## config.mk

```make
export PLATFORM = sky130hd
export DESIGN_NAME = dqd_decoder
export DESIGN_NICKNAME = d
export VERILOG_FILES = /design/src/rtl/dqd_pkg.sv /design/src/rtl/dqd_decoder.sv /design/src/rtl/dqd_sync.sv
export SDC_FILE = /design/constraint.sdc
export NUM_CORES = 1
export LEC_CHECK = 0
export BUFFER_PORTS_ARGS = -buffer_cell sky130_fd_sc_hd__clkbuf_2
export CAP_MARGIN = 25
export CORE_MARGIN = 8
export CORE_UTILIZATION = 63
export DETAILED_ROUTE_END_ITERATION = 10
export PLACE_DENSITY = 0.87
export SLEW_MARGIN = 10
export SYNTH_ARGS = -nofsm -noshare
export SYNTH_HDL_FRONTEND = slang
export SYNTH_SLANG_ARGS = --single-unit
export TNS_END_PERCENT = 100
```

## constraint.sdc

```tcl
create_clock -name clk_in -period 4.1 [get_ports clk_in]
set_clock_uncertainty 0.15 [all_clocks]
set_input_delay 1.025 -clock clk_in [delete_from_list [all_inputs] [get_ports clk_in]]
set_output_delay 1.025 -clock clk_in [all_outputs]
set_load 0.02 [all_outputs]
```

## src/rtl/dqd_pkg.sv

```systemverilog
// Constants and types for the quad converter command decoder.
// Assumes a single 50 MHz system clock; the serial bus is sampled, not clocked.
package dqd_pkg;

   // ----------------------------------------------------------------
   // Addressing
   // ----------------------------------------------------------------
   localparam logic [4:0] ADDR_FIXED      = 5'h13;
   localparam logic [7:0] ADDR_BROADCAST  = 8'h90;
   localparam int         ADDR_FIXED_LSB  = 3;
   localparam int         ADDR_PIN_HI_BIT = 2;
   localparam int         ADDR_PIN_LO_BIT = 1;
   localparam int         ADDR_RW_BIT     = 0;

   // ----------------------------------------------------------------
   // Command byte fields
   // ----------------------------------------------------------------
   localparam int         CMD_MODE_HI_BIT = 5;
   localparam int         CMD_MODE_LO_BIT = 4;
   localparam int         CMD_PICK_HI_BIT = 2;
   localparam int         CMD_PICK_LO_BIT = 1;
   localparam int         CMD_PD_BIT      = 0;
   localparam logic [1:0] MODE_STORE      = 2'h0;
   localparam logic [1:0] MODE_LOAD_ONE   = 2'h1;
   localparam logic [1:0] MODE_LOAD_ALL   = 2'h2;
   localparam logic [1:0] MODE_BROADCAST  = 2'h3;

   // ----------------------------------------------------------------
   // Upper data byte and channel words
   // ----------------------------------------------------------------
   localparam int         PD_CODE_HI_BIT  = 7;
   localparam int         PD_CODE_LO_BIT  = 6;
   localparam int         NUM_CHANNELS    = 4;
   localparam int         DATA_W          = 8;
   localparam int         WORD_W          = 10;
   localparam logic [1:0] PD_NORMAL       = 2'h0;
   localparam logic [7:0] BYTE_RESET      = 8'h00;
   localparam logic [9:0] WORD_RESET      = 10'h000;

   // ----------------------------------------------------------------
   // Bit counting and strap timing
   // ----------------------------------------------------------------
   localparam logic [3:0] BITS_PER_BYTE   = 4'h8;
   localparam logic [3:0] BIT_CNT_RESET   = 4'h0;
   localparam logic [1:0] STRAP_WAIT      = 2'h3;

   typedef logic [WORD_W-1:0] dqd_word_t;

   typedef enum logic [2:0] {
      PH_IDLE,
      PH_ADDR,
      PH_CTRL,
      PH_HIGH,
      PH_LOW
   } dqd_phase_t;

endpackage : dqd_pkg

```

## src/rtl/dqd_decoder.sv

```systemverilog
// Command decoder and register set of a quad 8-bit converter on a two-wire bus.
// Assumes scl and sda arrive asynchronously and are oversampled by clk_in (50 MHz).
//
// Behaviour
// - Mode 00: store data in picked temporary only
// - Mode 10: picked gets data, others load temporaries
// - Broadcast, bit two clear: all outputs from temporaries
// - Broadcast, bit two set, no power-down: all outputs get data
// - Broadcast, bit two set, with power-down: code to all channels
// - Power-down flag: upper bits 7,6 are code
// - Normal write: upper byte is 8-bit code
// - Update waits for the ignored low byte
// - Commit at falling clock ending low-byte acknowledge
// - Readback storage cleared to zero at reset
// - Command byte latched into 8-bit register
// - Upper byte held in 8-bit register
// - 10-bit temporary per channel, code plus data
// - 10-bit output register per channel, immediate effect
// - Mode 01: picked temporary and output get data
// - Address 10011 plus two strapped pins
// - Broadcast address accepted for writes only
// - High-speed master code is not acknowledged
`timescale 1ns/1ns
module dqd_decoder (
   input  wire logic              clk_in,
   input  wire logic              reset_in,
   input  wire logic              scl_in,
   input  wire logic              sda_in,
   output logic                   sda_out,
   output logic                   sda_oe_out,
   input  wire logic              addr_pin_hi_in,
   input  wire logic              addr_pin_lo_in,
   output logic [7:0]             command_byte_out,
   output logic [7:0]             upper_data_byte_out,
   output dqd_pkg::dqd_word_t     output_reg_chan_a_out,
   output dqd_pkg::dqd_word_t     output_reg_chan_b_out,
   output dqd_pkg::dqd_word_t     output_reg_chan_c_out,
   output dqd_pkg::dqd_word_t     output_reg_chan_d_out,
   output logic                   commit_out
);
   import dqd_pkg::*;

   // ----------------------------------------------------------------
   // Pin synchronisers and edge detection
   // ----------------------------------------------------------------
   logic       scl_s;
   logic       sda_s;
   logic       pin_hi_s;
   logic       pin_lo_s;
   logic       scl_prev;
   logic       sda_prev;
   logic       scl_rise;
   logic       scl_fall;
   logic       bus_start;
   logic       bus_stop;

   dqd_sync #(.RESET_VAL(1'b1)) u_sync_scl (
      .clk_in   (clk_in),
      .reset_in (reset_in),
      .async_in (scl_in),
      .sync_out (scl_s)
   );

   dqd_sync #(.RESET_VAL(1'b1)) u_sync_sda (
      .clk_in   (clk_in),
      .reset_in (reset_in),
      .async_in (sda_in),
      .sync_out (sda_s)
   );

   dqd_sync #(.RESET_VAL(1'b0)) u_sync_pin_hi (
      .clk_in   (clk_in),
      .reset_in (reset_in),
      .async_in (addr_pin_hi_in),
      .sync_out (pin_hi_s)
   );

   dqd_sync #(.RESET_VAL(1'b0)) u_sync_pin_lo (
      .clk_in   (clk_in),
      .reset_in (reset_in),
      .async_in (addr_pin_lo_in),
      .sync_out (pin_lo_s)
   );

   always_ff @(posedge clk_in) begin
      if (reset_in) begin
         scl_prev <= 1'b1;
         sda_prev <= 1'b1;
      end else begin
         scl_prev <= scl_s;
         sda_prev <= sda_s;
      end
   end

   assign scl_rise  = scl_s & ~scl_prev;
   assign scl_fall  = ~scl_s & scl_prev;
   // Data edges while the clock stays high frame the transfer
   assign bus_start = scl_s & scl_prev & sda_prev & ~sda_s;
   assign bus_stop  = scl_s & scl_prev & ~sda_prev & sda_s;

   // ----------------------------------------------------------------
   // Address strap capture
   // ----------------------------------------------------------------
   logic [1:0] strap_cnt;
   logic       strap_done;
   logic [1:0] own_pins;

   // pins caught once
   // Waits out the synchroniser so the caught level is the real pin state
   always_ff @(posedge clk_in) begin
      if (reset_in) begin
         strap_cnt  <= 2'h0;
         strap_done <= 1'b0;
         own_pins   <= 2'h0;
      end else if (!strap_done) begin
         if (strap_cnt == STRAP_WAIT) begin
            strap_done <= 1'b1;
            own_pins   <= {pin_hi_s, pin_lo_s};
         end else begin
            strap_cnt <= strap_cnt + 2'h1;
         end
      end
   end

   // ----------------------------------------------------------------
   // Byte receiver
   // ----------------------------------------------------------------
   dqd_phase_t phase;
   logic [3:0] bit_cnt;
   logic [7:0] shift_reg;
   logic       in_ack;
   logic       ack_given;
   logic       byte_full;
   logic       ack_end;
   logic       addr_own;
   logic       addr_bcast;
   logic       accept_byte;
   logic       commit;

   assign byte_full = (bit_cnt == BITS_PER_BYTE);
   assign ack_end   = scl_fall & in_ack;

   assign addr_own  = (shift_reg[7:ADDR_FIXED_LSB] == ADDR_FIXED)
                    & (shift_reg[ADDR_PIN_HI_BIT:ADDR_PIN_LO_BIT] == own_pins)
                    & ~shift_reg[ADDR_RW_BIT];
   assign addr_bcast = (shift_reg == ADDR_BROADCAST);

   // master code matches neither, so no acknowledge
   always_comb begin
      accept_byte = 1'b0;
      unique case (phase)
         PH_IDLE: accept_byte = 1'b0;
         PH_ADDR: accept_byte = strap_done & (addr_own | addr_bcast);
         PH_CTRL: accept_byte = 1'b1;
         PH_HIGH: accept_byte = 1'b1;
         PH_LOW:  accept_byte = 1'b1;
      endcase
   end

   always_ff @(posedge clk_in) begin
      if (reset_in) begin
         shift_reg <= BYTE_RESET;
      end else if (scl_rise && !in_ack && !byte_full) begin
         shift_reg <= {shift_reg[6:0], sda_s};
      end
   end

   // Phase, bit count and acknowledge driver
   always_ff @(posedge clk_in) begin
      if (reset_in) begin
         phase      <= PH_IDLE;
         bit_cnt    <= BIT_CNT_RESET;
         in_ack     <= 1'b0;
         ack_given  <= 1'b0;
         sda_oe_out <= 1'b0;
      end else if (bus_start) begin
         phase      <= PH_ADDR;
         bit_cnt    <= BIT_CNT_RESET;
         in_ack     <= 1'b0;
         ack_given  <= 1'b0;
         sda_oe_out <= 1'b0;
      end else if (bus_stop) begin
         phase      <= PH_IDLE;
         bit_cnt    <= BIT_CNT_RESET;
         in_ack     <= 1'b0;
         ack_given  <= 1'b0;
         sda_oe_out <= 1'b0;
      end else if (phase != PH_IDLE) begin
         if (scl_rise && !in_ack && !byte_full) begin
            bit_cnt <= bit_cnt + 4'h1;
         end else if (scl_fall && byte_full && !in_ack) begin
            in_ack     <= 1'b1;
            ack_given  <= accept_byte;
            sda_oe_out <= accept_byte;
         end else if (ack_end) begin
            in_ack     <= 1'b0;
            bit_cnt    <= BIT_CNT_RESET;
            sda_oe_out <= 1'b0;
            if (!ack_given) begin
               phase <= PH_IDLE;
            end else begin
               unique case (phase)
                  PH_ADDR: phase <= PH_CTRL;
                  PH_CTRL: phase <= PH_HIGH;
                  PH_HIGH: phase <= PH_LOW;
                  PH_LOW:  phase <= PH_HIGH;
                  PH_IDLE: phase <= PH_IDLE;
               endcase
            end
         end
      end
   end

   // Open-drain: only ever pulls low
   always_ff @(posedge clk_in) begin
      sda_out <= 1'b0;
   end

   // ----------------------------------------------------------------
   // Command and upper byte registers
   // ----------------------------------------------------------------
   logic [7:0] command_byte_reg;
   logic [7:0] upper_data_byte_reg;

   always_ff @(posedge clk_in) begin
      if (reset_in) begin
         command_byte_reg    <= BYTE_RESET;
         upper_data_byte_reg <= BYTE_RESET;
      end else if (ack_end && ack_given) begin
         if (phase == PH_CTRL) begin
            command_byte_reg <= shift_reg;
         end
         if (phase == PH_HIGH) begin
            upper_data_byte_reg <= shift_reg;
         end
      end
   end

   assign command_byte_out    = command_byte_reg;
   assign upper_data_byte_out = upper_data_byte_reg;

   // ----------------------------------------------------------------
   // Commit decode
   // ----------------------------------------------------------------
   logic [1:0] update_mode;
   logic [1:0] channel_pick;
   logic       powerdown_flag;
   logic [1:0] powerdown_code;

   // low byte content unused; it only gates the update
   // update on the falling edge ending the low-byte acknowledge
   assign commit = ack_end & ack_given & (phase == PH_LOW);

   assign update_mode    = {command_byte_reg[CMD_MODE_HI_BIT], command_byte_reg[CMD_MODE_LO_BIT]};
   assign channel_pick   = {command_byte_reg[CMD_PICK_HI_BIT], command_byte_reg[CMD_PICK_LO_BIT]};
   assign powerdown_flag = command_byte_reg[CMD_PD_BIT];
   assign powerdown_code = {upper_data_byte_reg[PD_CODE_HI_BIT], upper_data_byte_reg[PD_CODE_LO_BIT]};

   always_ff @(posedge clk_in) begin
      if (reset_in) begin
         commit_out <= 1'b0;
      end else begin
         commit_out <= commit;
      end
   end

   // ----------------------------------------------------------------
   // Channel registers
   // ----------------------------------------------------------------
   dqd_word_t temp_reg [NUM_CHANNELS];
   dqd_word_t out_reg  [NUM_CHANNELS];

   for (genvar ch = 0; ch < NUM_CHANNELS; ch++) begin : g_chan
      logic      picked;
      dqd_word_t new_word;

      assign picked = (channel_pick == 2'(ch));

      // full byte as code, power-down bits cleared
      // power-down keeps the data bits, replaces the code
      assign new_word = powerdown_flag ? {powerdown_code, temp_reg[ch][DATA_W-1:0]}
                                       : {PD_NORMAL, upper_data_byte_reg};

      always_ff @(posedge clk_in) begin
         if (reset_in) begin
            temp_reg[ch] <= WORD_RESET;
         end else if (commit && picked && (update_mode != MODE_BROADCAST)) begin
            // temporary written in modes 00, 01, 10
            temp_reg[ch] <= new_word;
         end
      end

      // output register drives the channel directly
      always_ff @(posedge clk_in) begin
         if (reset_in) begin
            out_reg[ch] <= WORD_RESET;
         end else if (commit) begin
            unique case (update_mode)
               MODE_STORE: out_reg[ch] <= out_reg[ch];
               MODE_LOAD_ONE: begin
                  if (picked) begin
                     out_reg[ch] <= new_word;
                  end
               end
               MODE_LOAD_ALL: begin
                  if (picked) begin
                     out_reg[ch] <= new_word;
                  end else begin
                     out_reg[ch] <= temp_reg[ch];
                  end
               end
               // only bits two and zero steer broadcast
               MODE_BROADCAST: begin
                  if (!command_byte_reg[CMD_PICK_HI_BIT]) begin
                     out_reg[ch] <= temp_reg[ch];
                  end else if (!powerdown_flag) begin
                     out_reg[ch] <= {PD_NORMAL, upper_data_byte_reg};
                  end else begin
                     out_reg[ch] <= {powerdown_code, out_reg[ch][DATA_W-1:0]};
                  end
               end
            endcase
         end
      end
   end

   assign output_reg_chan_a_out = out_reg[0];
   assign output_reg_chan_b_out = out_reg[1];
   assign output_reg_chan_c_out = out_reg[2];
   assign output_reg_chan_d_out = out_reg[3];

endmodule : dqd_decoder

```

## src/rtl/dqd_sync.sv

```systemverilog
// Two-stage synchroniser for one asynchronous input.
// Assumes the input may change at any time relative to clk_in.
`timescale 1ns/1ns
module dqd_sync #(
   parameter logic RESET_VAL = 1'b0
) (
   input  wire logic clk_in,
   input  wire logic reset_in,
   input  wire logic async_in,
   output logic      sync_out
);

   logic meta;

   // First stage feeds only the second stage
   always_ff @(posedge clk_in) begin
      if (reset_in) begin
         meta     <= RESET_VAL;
         sync_out <= RESET_VAL;
      end else begin
         meta     <= async_in;
         sync_out <= meta;
      end
   end

endmodule : dqd_sync

```

==> results by group <==
Outcome
  • Status: finished, final reports clean

CTS
  • Clock tree from TritonCTS: done
  • Clock latency on the worst-skew pair: between 0.5 and 0.6 ns
  • Level count of the clock H-tree: 4
  • Buffers inserted during post-CTS setup optimization: 0
  • Root buffer cell: sky130_fd_sc_hd__clkbuf_8
  • Hold-fix buffer count after cts: 0
  • Clock sink total: 130
  • PostCTS Resize Cnt: 0
  • Number of buffers added by the clock tree synthesis step: 17
  • CTS max path bufs: 2
  • CTS clk-pin slew, worst paths: 0.06 ns

Drt
  • Detailed-router iteration count before antenna repair: 5
  • Average wire per cell in the routed design: 20.07 um
  • Starting DRT DRC Count: 384
  • Antenna Nets Post-Route: 0
  • Via density per instance: approximately 6.4
  • Post-detailed-route DRC marker count: 0
  • Via total after detailed routing: ~4600
  • Total Routed Length: between 10000 and 15000 um

Yosys
  • Commonest register cell after synthesis: sky130_fd_sc_hd__edfxtp_1
  • Main combinational cell family by area after synthesis: simple AND/OR/NAND/NOR gates
  • Part of the Yosys area used for sequential elements: 0.5782
  • Per-instance average area after synthesis: around 11 um^2
  • Net count after synthesis: 558
  • Area fraction in compound gates after synthesis: 0.1660
  • Yosys warning count: 0
  • Flops & latches, synth: 130
  • Share of synthesized cell area in and, or, nand and nor gates: 0.1758
  • Proportion of register bits with asynchronous set or reset after synthesis: 0
  • Number of flops mapped to enable cells by yosys: 80
  • Cell with the most instances after synthesis: sky130_fd_sc_hd__edfxtp_1
  • Ranking of synthesized cells by area: sky130_fd_sc_hd__edfxtp_1 41%, sky130_fd_sc_hd__dfxtp_1 17%, sky130_fd_sc_hd__a21oi_1 5.4%
  • Cell area after synthesis: roughly 0.0059 mm^2
  • Area fraction of the dominant cell type after synthesis: 0.4082
  • Number of standard cells after synthesis: 549
  • Area share of fa/ha/maj cells after synthesis: 0.008078
  • Synthesized-area fraction occupied by xor and xnor cells: 0.007440
  • Most used standard cells in the synthesized netlist: 80 x sky130_fd_sc_hd__edfxtp_1, 68 x sky130_fd_sc_hd__nand2_1, 63 x sky130_fd_sc_hd__a21oi_1, 50 x sky130_fd_sc_hd__dfxtp_1, 43 x sky130_fd_sc_hd__nor2_1
  • Number of different library cells in the post-synthesis netlist: 62
  • Post-synthesis mux area share: 0.03231
  • Cell accounting for the most synthesized area: sky130_fd_sc_hd__edfxtp_1

Worst setup path
  • Endpoint arrival time on the critical path: 2.87 ns
  • End of the worst register-to-register path: out_reg[1][0]
  • Cell-by-cell listing of the critical path: nor2b_1 -> a21oi_1 -> o21bai_1 -> nor2b_1
  • Minimum setup slack among reg-to-reg paths: about 1.2 ns
  • Startpoint of the most critical register-to-register path: command_byte_out[1]
  • Critical Setup Path Class: reg2reg
  • Cell seen most often among critical-path stages: sky130_fd_sc_hd__nor2b_1
  • CP endpoint kind: flop
  • CP required: just over 4 ns
  • Largest incremental delay on the critical path: roughly 0.8 ns
  • Highest-delay cell along the critical path: sky130_fd_sc_hd__dfxtp_1
  • Sort of element at the start of the critical path: flop
  • R2R cell count: 4
  • Critical Path Fanout Max: 18

Placement
  • Post-DP HPWL: between 9000 and 10000 um
  • Gp weighted congestion: between 0.8 and 0.9
  • Total of buffers placed on input and output ports: between 60 and 70

STA
  • Number of setup violations in the final report: 0
  • Part of the cycle the worst path needs: 0.6992
  • Worst hold slack after final layout: 0.2691 ns
  • Slew HR: 0.4395
  • Maximum frequency from static timing analysis: between 300 and 400 MHz
  • Sum of negative setup slack: 0 ns
  • Total count of max-transition violations in the final report: 0
  • Clock period minus final worst setup slack: between 2 and 3 ns
  • Transition time at the pin with the least slew margin: 0.8390 ns
  • Number of endpoints with negative hold slack in the final report: 0
  • Setup repair after global routing missed its margin: no

Final layout
  • Area of the multi-input gates: 0.002297 mm^2
  • ANT cells: 0
  • Fraction of final layout cells with drive strength greater than 1: 0.2033
  • Final #Nets: 607
  • Area growth, synth to finish: 15.86%
  • Storage element area: roughly 0.0034 mm^2
  • Number of filler cells placed in the layout: about 560

Flow run
  • Maxcap violations: 0

GRT
  • Total global routing overflow: 0
  • Global-route wire length before repair: 23050 um
  • Overall track demand over capacity in global routing: 0.2312
  • Antenna violations before repair: 0
  • Vias in the first global route: 4500
  • Largest net degree at the start of global routing: 47

Pwr
  • Cell area power density: ~470 mW/mm^2
  • Leakage power: 0.002326 uW
  • Maximum vdd drop: 0.2921 mV

Die
  • I/O pins: 65
  • Area of the placeable core: 0.009153 mm^2
  • Effective utilization at floorplan: 0.6431
  • Chip height: approximately 110 um
  • Overall die area: 0.01269 mm^2
  • Rows: 35
  • X dimension of the die: 112.7 um

Hold path
  • Hold Crit Start: u_sync_sda.meta
  • Hold Crit Endpoint: u_sync_sda.sync_out
  • Type of the most critical hold path: reg2reg
  • Hold path cells: 1
-- cell families after synthesis --
group,after synthesis
AOI/OAI and AO/OA,146
xor gates and xnor gates,5
adders and majority gates,4
buffers and inverters,42
DFF,130
muxes,19
other,1
and+or+nand+nor,202
-- routing by layer --
| layer | vias to the layer above | routed length (um) | global-route usage |
|---|---|---|---|
| met5 | - | 0 | 0 |
| met4 | 0 | 463 | 0.1007 |
| met3 | 43 | 1482 | 0.05958 |
| met2 | 291 | 7055 | 0.3875 |
| met1 | 2165 | 5473 | 0.2748 |
| li1 | 2116 | - | - |
-- layout by cell type (no fill, tap or decap), types with 3 or more instances in the layout --
| cell type | synthesis | routed |
|---|---|---|
| sky130_fd_sc_hd__xnor2_1 | 3 | 3 |
| sky130_fd_sc_hd__nor3_1 | 4 | 4 |
| sky130_fd_sc_hd__nor4bb_1 | 3 | 3 |
| sky130_fd_sc_hd__a22o_1 | 27 | 27 |
| sky130_fd_sc_hd__nor2_1 | 43 | 43 |
| sky130_fd_sc_hd__nand3_1 | 27 | 27 |
| sky130_fd_sc_hd__mux2i_1 | 19 | 19 |
| sky130_fd_sc_hd__nand3b_1 | 3 | 3 |
| sky130_fd_sc_hd__ha_1 | 3 | 3 |
| sky130_fd_sc_hd__inv_6 | 0 | 3 |
| sky130_fd_sc_hd__inv_1 | 6 | 6 |
| sky130_fd_sc_hd__edfxtp_1 | 80 | 80 |
| sky130_fd_sc_hd__dfxtp_1 | 50 | 50 |
| sky130_fd_sc_hd__or4_1 | 4 | 4 |
| sky130_fd_sc_hd__o21ai_0 | 15 | 15 |
| sky130_fd_sc_hd__a21oi_1 | 63 | 63 |
| sky130_fd_sc_hd__nand2_2 | 5 | 5 |
| sky130_fd_sc_hd__o21bai_1 | 6 | 6 |
| sky130_fd_sc_hd__nand2_1 | 68 | 68 |
| sky130_fd_sc_hd__bufinv_16 | 0 | 4 |
| sky130_fd_sc_hd__o21ai_2 | 3 | 3 |
| sky130_fd_sc_hd__buf_4 | 2 | 3 |
| sky130_fd_sc_hd__clkinv_4 | 0 | 4 |
| sky130_fd_sc_hd__or2_2 | 8 | 8 |
| sky130_fd_sc_hd__nor2b_1 | 14 | 14 |
| sky130_fd_sc_hd__clkbuf_16 | 0 | 16 |
| sky130_fd_sc_hd__nand4_1 | 3 | 3 |
| sky130_fd_sc_hd__o31ai_1 | 3 | 3 |
| sky130_fd_sc_hd__o32ai_1 | 3 | 3 |
| sky130_fd_sc_hd__nand2b_1 | 4 | 4 |
| sky130_fd_sc_hd__a21o_1 | 3 | 3 |
| sky130_fd_sc_hd__clkbuf_2 | 1 | 63 |
| sky130_fd_sc_hd__a211oi_1 | 3 | 3 |
-- power breakdown --
part           internal (uW)  total (uW)  switching (uW)
Sequential              1440        1470            29.7
Combinational           41.6         124            82.8
Clock                    996        1580             582
-- per-stage QoR --
| step | cell area [um^2] | power [uW] | instances | utilization | setup slack [ns] |
|---|---|---|---|---|---|
| CTS | 6819 | 3172 | 721 | 0.7450 | 1.241 |
| global placement | 6200 | 1614 | 690 | 0.6774 | 1.225 |
| global route | 6819 | 3256 | 721 | 0.7450 | 1.084 |
| floorplan | 5886 | 1579 | 549 | - | 1.649 |
| finish | 6819 | 3172 | 721 | 0.7450 | 1.233 |
| detailed placement | 6200 | 1620 | 690 | 0.6774 | 1.179 |
-- cell type report --
type | instances | share of cell area
Tap cell | 111 | 0.02037
Clock inverter | 14 | 0.03009
Inverter | 6 | 0.003303
Clock buffer | 17 | 0.06073
Timing Repair Buffer | 66 | 0.04954
Multi-Input combinational cell | 377 | 0.3369
Sequential cell | 130 | 0.4991
-- how the worst max path moves through the flow --
stage,cells after the start,slack [ns],end,startpoint
floorplan,4,1.65,out_reg[0][8],reset_in
global placement,5,1.23,out_reg[0][2],reset_in
detailed placement,5,1.18,out_reg[0][1],reset_in
CTS,4,1.24,out_reg[1][0],phase[2]
global route,4,1.08,out_reg[1][6],phase[2]
finish,4,1.23,out_reg[1][0],command_byte_out[1]
-- critical path: cells and delay by family, from the launching register on --
| kind | cells | cell delay (ns) |
|---|---|---|
| flops | 1 | 0.79 |
| compound gates | 2 | 0.48 |
| simple gates | 2 | 1.09 |
Power figures use the tool's default switching activity.
